--- config.mk ---
export PLATFORM = sky130hd
export DESIGN_NAME = hub_ctrl_dev_flat
export DESIGN_NICKNAME = d
export VERILOG_FILES = /design/src/hw/hub_pkg.sv /design/src/hw/hub_link_if.sv /design/src/hw/hub_ctrl_dev.sv /design/src/flat_wrapper.sv
export SDC_FILE = /design/constraint.sdc
export NUM_CORES = 1
export LEC_CHECK = 0
export ABC_AREA = 1
export BUFFER_PORTS_ARGS = -buffer_cell sky130_fd_sc_hd__buf_4
export CAP_MARGIN = 20
export CORE_UTILIZATION = 61
export CTS_CLUSTER_SIZE = 28
export DETAILED_ROUTE_END_ITERATION = 7
export GPL_ROUTABILITY_DRIVEN = 0
export PLACE_DENSITY = 0.82
export SETUP_SLACK_MARGIN = 0.02
export SKIP_LAST_GASP = 1
export SLEW_MARGIN = 20
export SYNTH_ARGS = -nofsm -noshare
export SYNTH_HDL_FRONTEND = slang
export SYNTH_SLANG_ARGS = --single-unit
--- constraint.sdc ---
create_clock -name pclk -period 2.24 [get_ports pclk]
set_input_delay 0 -clock pclk [delete_from_list [all_inputs] [get_ports pclk]]
set_output_delay 0 -clock pclk [all_outputs]
set_load 0.01 [all_outputs]
--- src/hw/hub_pkg.sv ---
package hub_pkg;

  // Serial-port register addresses on the device
  localparam logic [7:0] EVENT_FLAG_ADDR    = 8'hE8;
  localparam logic [7:0] EVENT_MASK_ADDR    = 8'hE9;
  localparam logic [7:0] PORTABLE_CFG_ADDR  = 8'hEE;

  // Field positions in portable_config_register
  localparam int SUSPEND_LEVEL_SELECT_BIT   = 0;
  localparam int CONNECT_GO_BIT             = 1;

  // Device register values after reset
  localparam logic [7:0] EVENT_FLAG_RESET   = 8'h00;
  localparam logic [7:0] EVENT_MASK_RESET   = 8'h00;
  localparam logic [7:0] PORTABLE_CFG_RESET = 8'h00;

  // Controller APB register offsets
  localparam logic [7:0] CMD_OFF            = 8'h00;
  localparam logic [7:0] SER_OFF            = 8'h04;
  localparam logic [7:0] STAT_OFF           = 8'h08;

  // Field positions in the controller registers
  localparam int SER_WDATA_LSB              = 0;
  localparam int SER_ADDR_LSB               = 8;
  localparam int SER_WE_BIT                 = 16;
  localparam int STAT_BUSY_BIT              = 0;
  localparam int STAT_ALERT_BIT             = 1;
  localparam int STAT_MODE_LSB              = 2;
  localparam int STAT_RDATA_LSB             = 8;

  // Timing
  localparam int CLK_MHZ                    = 100;
  localparam int RESET_HOLD_US              = 100;
  localparam int RESET_HOLD_CYCLES          = RESET_HOLD_US * CLK_MHZ;
  localparam int INIT_CYCLES                = 16;

  typedef enum logic [1:0] {
    MODE_STANDBY,
    MODE_BYPASS,
    MODE_HUB
  } op_mode_e;

  typedef enum logic [1:0] {
    STAGE_OFF,
    STAGE_INIT,
    STAGE_CONFIG,
    STAGE_COM
  } hub_stage_e;

endpackage

--- src/hw/hub_link_if.sv ---
`timescale 1ns/1ps
interface hub_link_if;
  logic       reset_n;
  logic       bypass_n;
  logic       alert_oe;
  wire        alert_n;
  logic       reg_req;
  logic       reg_we;
  logic [7:0] reg_addr;
  logic [7:0] reg_wdata;
  logic [7:0] reg_rdata;
  logic       reg_ack;

  // Open-drain alert line with external pull-up
  assign alert_n = alert_oe ? 1'b0 : 1'b1;

  modport dev (
    input  reset_n,
    input  bypass_n,
    output alert_oe,
    input  reg_req,
    input  reg_we,
    input  reg_addr,
    input  reg_wdata,
    output reg_rdata,
    output reg_ack
  );

  modport host (
    output reset_n,
    output bypass_n,
    input  alert_n,
    output reg_req,
    output reg_we,
    output reg_addr,
    output reg_wdata,
    input  reg_rdata,
    input  reg_ack
  );
endinterface

--- src/hw/hub_ctrl_dev.sv ---
// Chosen here: the APB register port.
`timescale 1ns/1ps
// Notes on behaviour
// - Event conditions recorded in flag register E8h
// - Mask register E9h gates flags onto alert
// - Flags stay set until serial clear
// - Flags set again only on fresh rise
// - Suspend-level option makes alert a level
// - Level alert ignores per-port selective suspend
// - Level alert high configured awake, else low
// - Level alert follows state without serial access
// - Alert active low, open drain
// - Mode decoded from reset and bypass inputs
// - Standby only watches pins, regulators off
// - Standby keeps no configuration
// - Reset held low at least 100 us
// - Reset disables ports, clears registers, halts PLL
// - Load ROM settings in init stage
// - Bypass connects port 3 through switch
// - Bypass entered after reset pulse
// - Bypass turns off 1.2V, PLL, core
// - Hub mode opens switch, full hub
// - Communication stage held until mode changes
module hub_ctrl_dev #(
  parameter int unsigned INIT_CYCLES = hub_pkg::INIT_CYCLES
) (
  input  wire logic          pclk,
  input  wire logic          presetn,
  hub_link_if.dev            link,
  input  wire logic [7:0]    event_cond,
  input  wire logic          usb_configured,
  input  wire logic          usb_suspended,
  output hub_pkg::op_mode_e  op_mode,
  output hub_pkg::hub_stage_e stage,
  output logic               switch_on,
  output logic               reg12_on,
  output logic               reg33_on,
  output logic               pll_run,
  output logic               ports_en,
  output logic               rom_load
);

  logic [2:0]          rst_sync_q;
  logic [2:0]          byp_sync_q;
  logic                rst_pin_q;
  logic                byp_pin_q;
  hub_pkg::op_mode_e   mode_q;
  hub_pkg::hub_stage_e stage_q;
  logic [15:0]         init_cnt_q;
  logic                core_off;
  logic [7:0]          flag_q;
  logic [7:0]          flag_d;
  logic [7:0]          mask_q;
  logic [7:0]          cfg_q;
  logic [7:0]          cond_prev_q;
  logic                ack_q;
  logic [7:0]          rdata_q;
  logic                alert_oe_q;
  logic                rom_load_q;
  logic                acc;
  logic                wr_ok;

  assign core_off = (mode_q != hub_pkg::MODE_HUB);
  assign acc      = link.reg_req & ~ack_q;
  // Serial port only usable in the configuration stage
  assign wr_ok    = acc & link.reg_we & (stage_q == hub_pkg::STAGE_CONFIG);

  // Pin synchronisers; a change counts once stages two and three agree
  always_ff @(posedge pclk or negedge presetn)
  begin
    if (!presetn)
    begin
      rst_sync_q <= 3'h0;
      byp_sync_q <= 3'h0;
      rst_pin_q  <= 1'b0;
      byp_pin_q  <= 1'b0;
    end
    else
    begin
      rst_sync_q <= {rst_sync_q[1:0], link.reset_n};
      byp_sync_q <= {byp_sync_q[1:0], link.bypass_n};
      if (rst_sync_q[1] == rst_sync_q[2])
        rst_pin_q <= rst_sync_q[2];
      if (byp_sync_q[1] == byp_sync_q[2])
        byp_pin_q <= byp_sync_q[2];
    end
  end

  // Mode decode; reset low always means standby
  always_ff @(posedge pclk or negedge presetn)
  begin
    if (!presetn)
      mode_q <= hub_pkg::MODE_STANDBY;
    else if (!rst_pin_q)
      mode_q <= hub_pkg::MODE_STANDBY;
    else if (!byp_pin_q)
      mode_q <= hub_pkg::MODE_BYPASS;
    else
      mode_q <= hub_pkg::MODE_HUB;
  end

  // Power, switch and clock controls follow the mode
  always_ff @(posedge pclk or negedge presetn)
  begin
    if (!presetn)
    begin
      switch_on <= 1'b0;
      reg12_on  <= 1'b0;
      reg33_on  <= 1'b0;
      pll_run   <= 1'b0;
      ports_en  <= 1'b0;
    end
    else
    begin
      switch_on <= (mode_q == hub_pkg::MODE_BYPASS);
      reg12_on  <= (mode_q == hub_pkg::MODE_HUB);
      reg33_on  <= (mode_q != hub_pkg::MODE_STANDBY);
      pll_run   <= (mode_q == hub_pkg::MODE_HUB);
      ports_en  <= (stage_q == hub_pkg::STAGE_COM);
    end
  end

  // Hub stages; core off in standby and bypass resets them
  always_ff @(posedge pclk or negedge presetn)
  begin
    if (!presetn)
    begin
      stage_q    <= hub_pkg::STAGE_OFF;
      init_cnt_q <= 16'h0000;
      rom_load_q <= 1'b0;
    end
    else
    begin
      rom_load_q <= 1'b0;
      if (core_off)
      begin
        stage_q    <= hub_pkg::STAGE_OFF;
        init_cnt_q <= 16'h0000;
      end
      else
      begin
        unique case (stage_q)
          hub_pkg::STAGE_OFF:
          begin
            stage_q    <= hub_pkg::STAGE_INIT;
            rom_load_q <= 1'b1;
          end
          hub_pkg::STAGE_INIT:
          begin
            if (init_cnt_q == 16'(INIT_CYCLES - 1))
              stage_q <= hub_pkg::STAGE_CONFIG;
            else
              init_cnt_q <= init_cnt_q + 16'h0001;
          end
          hub_pkg::STAGE_CONFIG:
          begin
            if (cfg_q[hub_pkg::CONNECT_GO_BIT])
              stage_q <= hub_pkg::STAGE_COM;
          end
          hub_pkg::STAGE_COM:
            stage_q <= hub_pkg::STAGE_COM;
        endcase
      end
    end
  end

  // Flags: set on a rising condition, cleared by writing one; set wins
  always_comb
  begin
    flag_d = flag_q & ~((wr_ok && link.reg_addr == hub_pkg::EVENT_FLAG_ADDR)
                        ? link.reg_wdata : 8'h00);
    flag_d = flag_d | (event_cond & ~cond_prev_q);
  end

  // Device registers, all back to defaults whenever the core is off
  always_ff @(posedge pclk or negedge presetn)
  begin
    if (!presetn)
    begin
      flag_q      <= hub_pkg::EVENT_FLAG_RESET;
      mask_q      <= hub_pkg::EVENT_MASK_RESET;
      cfg_q       <= hub_pkg::PORTABLE_CFG_RESET;
      cond_prev_q <= 8'h00;
    end
    else if (core_off)
    begin
      flag_q      <= hub_pkg::EVENT_FLAG_RESET;
      mask_q      <= hub_pkg::EVENT_MASK_RESET;
      cfg_q       <= hub_pkg::PORTABLE_CFG_RESET;
      cond_prev_q <= 8'h00;
    end
    else
    begin
      cond_prev_q <= event_cond;
      flag_q      <= flag_d;
      if (wr_ok && link.reg_addr == hub_pkg::EVENT_MASK_ADDR)
        mask_q <= link.reg_wdata;
      if (wr_ok && link.reg_addr == hub_pkg::PORTABLE_CFG_ADDR)
        cfg_q <= link.reg_wdata;
    end
  end

  // Serial port answer: ack one cycle after request
  always_ff @(posedge pclk or negedge presetn)
  begin
    if (!presetn)
    begin
      ack_q   <= 1'b0;
      rdata_q <= 8'h00;
    end
    else
    begin
      ack_q <= acc;
      if (acc)
      begin
        if (stage_q != hub_pkg::STAGE_CONFIG || link.reg_we)
          rdata_q <= 8'h00;
        else if (link.reg_addr == hub_pkg::EVENT_FLAG_ADDR)
          rdata_q <= flag_q;
        else if (link.reg_addr == hub_pkg::EVENT_MASK_ADDR)
          rdata_q <= mask_q;
        else if (link.reg_addr == hub_pkg::PORTABLE_CFG_ADDR)
          rdata_q <= cfg_q;
        else
          rdata_q <= 8'h00;
      end
    end
  end

  // Alert pin: pull low when active, else release to pull-up
  always_ff @(posedge pclk or negedge presetn)
  begin
    if (!presetn)
      alert_oe_q <= 1'b0;
    else if (core_off)
      alert_oe_q <= 1'b0;
    else if (cfg_q[hub_pkg::SUSPEND_LEVEL_SELECT_BIT])
      alert_oe_q <= ~(usb_configured & ~usb_suspended);
    else
      alert_oe_q <= |(flag_q & mask_q);
  end

  assign link.alert_oe  = alert_oe_q;
  assign link.reg_ack   = ack_q;
  assign link.reg_rdata = rdata_q;
  assign op_mode        = mode_q;
  assign stage          = stage_q;
  assign rom_load       = rom_load_q;

endmodule

--- src/flat_wrapper.sv ---
// flat-port wrapper written by rule: the top's interface ports become plain ports
module hub_ctrl_dev_flat 
#(
  parameter int unsigned INIT_CYCLES = hub_pkg::INIT_CYCLES
)
  (pclk, presetn, event_cond, usb_configured, usb_suspended, op_mode, stage, switch_on, reg12_on, reg33_on, pll_run, ports_en, rom_load, link_reset_n, link_bypass_n, link_alert_oe, link_reg_req, link_reg_we, link_reg_addr, link_reg_wdata, link_reg_rdata, link_reg_ack);
  hub_link_if link_i ();
  input  wire logic pclk;
  input  wire logic presetn;
  input  wire logic [7:0] event_cond;
  input  wire logic usb_configured;
  input  wire logic usb_suspended;
  output hub_pkg::op_mode_e op_mode;
  output hub_pkg::hub_stage_e stage;
  output logic switch_on;
  output logic reg12_on;
  output logic reg33_on;
  output logic pll_run;
  output logic ports_en;
  output logic rom_load;
  input wire logic [$bits(link_i.reset_n)-1:0] link_reset_n;
  input wire logic [$bits(link_i.bypass_n)-1:0] link_bypass_n;
  output wire logic [$bits(link_i.alert_oe)-1:0] link_alert_oe;
  input wire logic [$bits(link_i.reg_req)-1:0] link_reg_req;
  input wire logic [$bits(link_i.reg_we)-1:0] link_reg_we;
  input wire logic [$bits(link_i.reg_addr)-1:0] link_reg_addr;
  input wire logic [$bits(link_i.reg_wdata)-1:0] link_reg_wdata;
  output wire logic [$bits(link_i.reg_rdata)-1:0] link_reg_rdata;
  output wire logic [$bits(link_i.reg_ack)-1:0] link_reg_ack;
  assign link_i.reset_n = link_reset_n;
  assign link_i.bypass_n = link_bypass_n;
  assign link_alert_oe = link_i.alert_oe;
  assign link_i.reg_req = link_reg_req;
  assign link_i.reg_we = link_reg_we;
  assign link_i.reg_addr = link_reg_addr;
  assign link_i.reg_wdata = link_reg_wdata;
  assign link_reg_rdata = link_i.reg_rdata;
  assign link_reg_ack = link_i.reg_ack;
  hub_ctrl_dev #(.INIT_CYCLES(INIT_CYCLES)) u_core (.pclk(pclk), .presetn(presetn), .link(link_i), .event_cond(event_cond), .usb_configured(usb_configured), .usb_suspended(usb_suspended), .op_mode(op_mode), .stage(stage), .switch_on(switch_on), .reg12_on(reg12_on), .reg33_on(reg33_on), .pll_run(pll_run), .ports_en(ports_en), .rom_load(rom_load));
endmodule
==> impl_results.md, run 1 <==
- Launch point of the worst path: u_core.init_cnt_q[0]
- Critical Path Stages: 7
- Area share of the largest cell type after synthesis: 50.7%
- Met2 Usage GRT: 46.1%
- Slew Limit Headroom: 40.1%
- Clock share of power: 38.2%
- Startpoint types: flip-flop
- Endpoints failing hold: 0
- Pre-CTS WS: 0.405 ns
- Max Clock Skew: 0.0135 ns
- Worst-Margin Slew: 0.899 ns
- VDD IR-drop max: 478 uV
- Mapped cell area: 3700 sq um
- Main area contributors after synthesis: dfrtp_1, nand2_1, inv_1, nor2_1, nand3_1
- Die width: 79.9 um
- Final Cycle Share: 81.8%
- HP Start: link_reg_we
- TritonCTS buffer count: 9
- Combinational Power Share: 11.6%
- Crit path time final: 1.83 ns
- Drt first pass iters: 4
- Vias: 3101
- Multi-input gate area: 1520 sq um
- Initial antenna violation count: 0
- Met1 GRT Util: 37.1%
- Depth of the most critical reg-to-reg path: 7
- RSZ-0062 raised after global routing: no
- CP endpoint kind: flip-flop
- Routed Antenna Nets: 0
- Cell family with most CP delay: flip-flops
- Pwr per Cell Area: 645 nW/um^2
- Status: complete, no violations
- Crit path DAT: 2.06 ns
- CP required: 2.47 ns
- Syn_area_per_cell: 8.10 sq um
- Max stage delay cell, worst path: dfrtp_1
- Final slew viol count: 0
- Drc violations: 0
- WL final: 8.14 mm
- Starting density of the core: 62.9%
- IO buf count: 51
- Worst hold slack: 0.0296 ns
- Seq pwr share: 50.2%
- Num ports: 52
- Final setup margin: 0.408 ns
- R2r startpoint: u_core.init_cnt_q[0]
- Row count: 28
- Clk pin slew, worst setup/hold paths: 0.08 ns
- Final net count: 565
- Clock sinks: 75
- Hold Path Cell Cnt: 6
- Die Y: 79.9 um
- Seq/Total Area, Yosys: 50.7%
- Sum Neg Setup Slack: 0 ns
- Syn_nets: 490
- Cells after Synth: 457
- Die Area: 6380 sq um
- Setup bufs post-CTS: 0
- Worst hold path type: primary input to flip-flop
- Diodes inserted: 0
- Iter 0 DRT Violations: 221
- Pint: 2.18 mW
- Placed Cells: 574
- Largest net degree at the start of global routing: 76
- Tot GR Track Use: 28.5%
- Max Cap Viol: 0
- Net Sw Frac: 25.4%
- CP max stage delay: 0.46 ns
- Post-DP HPWL: 5.59 mm
- Critical path type: flip-flop to flip-flop
- Worst path cell trace: ha_1 -> nand3_2 -> nor2_1 -> nand2_1 -> o21ai_2 -> buf_12 -> o21ai_0
- Number of library cell types mapped by synthesis: 29
- Final Util: 77.1%
- Gr busiest metal: met2
- Filler Cell Count: 462
- Setup violators final: 0
- M3 GR Usage: 7.31%
- Via density per instance: 5.07
- Worst Path Buf+Inv: 1
- Root Buffer: clkbuf_8
- Synth warn: 0
- Leading area contributor after synthesis: dfrtp_1
- Leak pwr: 2.30 nW
- First-pass GRT wire length: 13.6 mm
- Final Non-Filler Cells: 612
- Flops & latches, synth: 75
- NetSw: 0.743 mW
- CTS tree: done
- Highest clock rate: 546 MHz
- Layout area overhead: 22.6%
- Latest clock arrival within the worst-skew pair: 0.36 ns
- Grt ovf: 0
- Clock buffer depth: 2
- Wire per inst: 13.3 um
- Htree depth: 3
- Number of global-route vias before repair: 2963
- Core Region: 5890 sq um
- FF/Latch Area: 1880 sq um
- Layout cells sized above 1: 18.8%
- Crit-path max FO: 14
## worst reg2reg max path, cell delays in order, from the launching register on
cell and delay [ns]:
dfrtp_1 0.46, ha_1 0.29, nand3_2 0.14, nor2_1 0.12, nand2_1 0.09, o21ai_2 0.33
buf_12 0.18, o21ai_0 0.10
## final timing paths
check | end | slack, ns
hold reg to reg | u_core.rst_sync_q[1] | 0.37
min in group asynchronous | u_core.link.reg_rdata[3] | 0.32
setup / recovery | u_core.init_cnt_q[12] | 0.41
hold / removal | u_core.link.reg_rdata[3] | 0.03
setup reg to reg | u_core.init_cnt_q[12] | 0.41
max in group asynchronous | u_core.rst_sync_q[1] | 1.34
## what timing repair did
action | in CTS | in global routing
hold endpoints to repair | 108 | 0
hold buffers | 22 | 0
resized for setup | 0 | 0
## power groups by stage
stage                     registers [mW]  logic, mW  clock network, mW
after detailed placement            1.49      0.304                  0
after global routing                1.48      0.375               1.19
after global placement              1.49      0.294                  0
after CTS                           1.47      0.338               1.13
after floorplan                     1.49      0.168                  0
final                               1.47      0.338               1.12
## cell type report
| type | instances | area share [%] |
|---|---|---|
| clock buffer | 11 | 2.90 |
| clock inverter | 5 | 1.71 |
| multi-input combinational | 318 | 33.6 |
| sequential | 75 | 41.4 |
| timing repair buffer | 76 | 14.1 |
| inverter | 52 | 4.30 |
| tap | 75 | 2.07 |
## sequential cells by signal (all words and copies together), names as in the netlist
signal / count
u_core.reg12_on: 1
u_core.flag_q: 8
u_core.byp_pin_q: 1
u_core.reg33_on: 1
u_core.mask_q: 8
u_core.init_cnt_q: 16
u_core.rom_load: 1
u_core.link.reg_ack: 1
u_core.rst_pin_q: 1
u_core.link.reg_rdata: 8
u_core.ports_en: 1
u_core.switch_on: 1
u_core.byp_sync_q: 3
u_core.cfg_q: 8
u_core.rst_sync_q: 3
u_core.stage: 2
u_core.op_mode: 2
u_core.cond_prev_q: 8
u_core.link.alert_oe: 1
## cells in the final DEF (no fill, tap or decap), drive strengths merged, types with 9 or more instances in the layout
cell type | netlist | routed
nand2 | 169 | 169
dfrtp | 75 | 75
buf | 11 | 54
inv | 52 | 52
nor2 | 52 | 52
o21ai | 35 | 35
nand3 | 31 | 31
dlygate4sd3 | 0 | 22
clkbuf | 1 | 11
nand4 | 9 | 9
## cell usage after synthesis
cell type	number
a21oi_1	1
buf_2	3
buf_4	1
buf_6	7
clkbuf_1	1
dfrtp_1	75
ha_1	1
inv_1	47
inv_2	5
maj3_1	2
nand2_1	164
nand2_2	5
nand3_1	29
nand3_2	1
nand3_4	1
nand4_1	9
nor2_1	44
nor2_2	3
nor2_4	5
nor3_1	3
nor3_2	1
nor3_4	2
o211ai_1	2
o21ai_0	17
o21ai_1	8
o21ai_2	10
o21bai_1	3
xnor2_1	1
xor2_1	6
## cell families (layout without fill, tap and decap cells)
group / after synthesis / count (layout) / synth area share, %
simple gates: 267 / 267 / 31.7
flops: 75 / 75 / 50.7
buf+inv: 64 / 144 / 8.12
compound gates: 41 / 41 / 6.90
xor+xnor: 7 / 7 / 1.66
fa+ha+maj: 3 / 3 / 0.879
## through the flow
stage,area (sq um),power (mW)
detailed placement,4110,1.80
floorplan,3700,1.66
finish,4540,2.92
global route,4540,3.04
global placement,4110,1.78
CTS,4540,2.94
## layer usage
layer | part of all wire, % | wire length, um
met1 | 43 | 3490
met3 | 6.3 | 516
met2 | 49 | 3950
met4 | 2.2 | 182
met5 | 0 | 0
Power figures use the tool's default switching activity.
==> run 2: changes to the inputs <==
--- a/config.mk
+++ b/config.mk
@@ -8,11 +8,11 @@
 export ABC_AREA = 1
 export BUFFER_PORTS_ARGS = -buffer_cell sky130_fd_sc_hd__buf_4
 export CAP_MARGIN = 20
-export CORE_UTILIZATION = 61
+export CORE_UTILIZATION = 52
 export CTS_CLUSTER_SIZE = 28
 export DETAILED_ROUTE_END_ITERATION = 7
 export GPL_ROUTABILITY_DRIVEN = 0
-export PLACE_DENSITY = 0.82
+export PLACE_DENSITY = 0.74
 export SETUP_SLACK_MARGIN = 0.02
 export SKIP_LAST_GASP = 1
 export SLEW_MARGIN = 20
==> constraint.sdc (replaced) <==
create_clock -name pclk -period 1.5 [get_ports pclk]
set_input_delay 0 -clock pclk [delete_from_list [all_inputs] [get_ports pclk]]
set_output_delay 0 -clock pclk [all_outputs]
set_load 0.01 [all_outputs]
==> impl_results.md, run 2 (synthesized netlist as in run 1, its figures left out) <==
- FF/Latch Area: 1880 sq um
- Die Y: 86.4 um
- Htree depth: 3
- Final slew viol count: 0
- Register-to-register setup slack: 0.06 ns
- Highest clock rate: 697 MHz
- Status: complete, no violations
- Worst hold path type: primary input to flip-flop
- Drt first pass iters: 5
- Starting density of the core: 54.2%
- Post-DP HPWL: 5.51 mm
- Biggest register: u_core.init_cnt_q
- Seq pwr share: 47.9%
- Iter 0 DRT Violations: 220
- Pwr per Cell Area: 964 nW/um^2
- Vias: 3120
- TritonCTS buffer count: 9
- Placed Cells: 607
- Setup violators final: 0
- Layout cells sized above 1: 22.0%
- Wire per inst: 12.4 um
- Filler Cell Count: 554
- Crit-path max FO: 11
- Net Sw Frac: 24.4%
- Root Buffer: clkbuf_8
- Routed Antenna Nets: 0
- Crit path time final: 1.44 ns
- Worst hold slack: 0.0356 ns
- Initial antenna violation count: 0
- Via density per instance: 4.84
- Critical path type: flip-flop to flip-flop
- Startpoint types: flip-flop
- Largest net degree at the start of global routing: 42
- Leak pwr: 2.37 nW
- Crit path DAT: 1.70 ns
- Tot GR Track Use: 23.1%
- Grt ovf: 0
- RSZ-0062 raised after global routing: yes
- Clock buffer depth: 2
- Max Clock Skew: 0.00817 ns
- Max reg flops: 16
- Core Region: 6830 sq um
- Final net count: 578
- Final Util: 69.3%
- Number of global-route vias before repair: 2790
- Sum Neg Setup Slack: 0 ns
- CP required: 1.77 ns
- Depth of the most critical reg-to-reg path: 8
- Latest clock arrival within the worst-skew pair: 0.34 ns
- Combinational Power Share: 12.0%
- Row count: 30
- CP endpoint kind: flip-flop
- WL final: 7.99 mm
- First-pass GRT wire length: 13.2 mm
- Layout area overhead: 27.9%
- CTS tree: done
- Die width: 86.4 um
- Num ports: 52
- Clock share of power: 40.1%
- Diodes inserted: 0
- Clk pin slew, worst setup/hold paths: 0.08 ns
- Max Cap Viol: 0
- Most frequent cells in the layout: nand2_1, dfrtp_1, buf_4, inv_1, nor2_1
- Slew Limit Headroom: 69.2%
- Commonest non-fill, non-tap cell in the layout: nand2_1
- Die Area: 7460 sq um
- Multi-input gate area: 1560 sq um
- NetSw: 1.12 mW
- Drc violations: 0
- R2R Path End: u_core.init_cnt_q[0]
- Pre-CTS WS: 0.0249 ns
- Endpoints failing hold: 0
- VDD IR-drop max: 621 uV
- Final Non-Filler Cells: 645
- Final setup margin: 0.0647 ns
- Clock sinks: 75
- Pint: 3.45 mW
- Final Cycle Share: 95.7%
- R2r startpoint: u_core.init_cnt_q[1]
- Hold Path Cell Cnt: 6
- IO buf count: 51
- HP Start: link_reg_we
- Hold EP: u_core.link.reg_rdata[3]
- Worst-Margin Slew: 0.462 ns
## run 2: cell types whose count changed in the layout (fill, tap and decap cells not counted), sizes merged
cell / delta
buf: +13
bufinv: +1
clkbuf: -1
clkinv: -1
## run 2: power by group through the flow
stage	combinational (mW)	clock, mW	sequential [mW]
3_5_place_dp	0.478	0	2.22
4_1_cts	0.528	1.87	2.18
2_1_floorplan	0.251	0	2.22
5_1_grt	0.607	1.96	2.20
3_3_place_gp	0.469	0	2.22
6_report	0.548	1.83	2.19
## run 2: timing repair
item	in CTS	in global routing
pin swaps	0	2
hold buffers	22	0
setup buffers	0	1
endpoints found under the hold margin	66	0
gates resized for setup	1	15
endpoints found under the setup margin	5	25
## run 2: through the flow
stage	instance area, sq um	total power, mW
4_1_cts	4680	4.58
3_3_place_gp	4220	2.69
5_1_grt	4730	4.76
6_report	4730	4.56
3_5_place_dp	4220	2.70
2_1_floorplan	3700	2.47
## run 2: cell type report
cell class / instances / share of cell area (%)
Sequential cell: 75 / 39.7
Tap cell: 96 / 2.54
Timing Repair Buffer: 89 / 15.8
Clock buffer: 10 / 2.70
Multi-Input combinational cell: 318 / 33.0
Clock inverter: 5 / 2.17
Inverter: 52 / 4.12
## run 2: critical path: stages, from the launching register on
cell	delay (ns)
dfrtp_1	0.41
ha_4	0.16
nand3_2	0.08
nor2_1	0.11
nand2_1	0.10
o21ai_2	0.17
buf_6	0.16
nand2_1	0.09
o21ai_2	0.07
## run 2: how the worst max path moves through the flow
stage	from	to	cells past startpoint
6_report	u_core.init_cnt_q[1]	u_core.init_cnt_q[0]	8
5_1_grt	u_core.init_cnt_q[14]	u_core.init_cnt_q[11]	8
4_1_cts	u_core.stage[1]	u_core.cfg_q[6]	7
3_5_place_dp	u_core.stage[1]	u_core.mask_q[3]	7
3_3_place_gp	u_core.stage[1]	u_core.mask_q[3]	7
2_1_floorplan	u_core.init_cnt_q[0]	u_core.init_cnt_q[11]	7
## run 2: metal layers
| layer | vias to the layer above | global-route usage [%] | routed length, um |
|---|---|---|---|
| li1 | 1604 | - | - |
| met1 | 1427 | 34.1 | 3940 |
| met2 | 80 | 34.2 | 3590 |
| met3 | 9 | 4.38 | 351 |
| met4 | 0 | 8.03 | 102 |
| met5 | - | 0 | 0 |
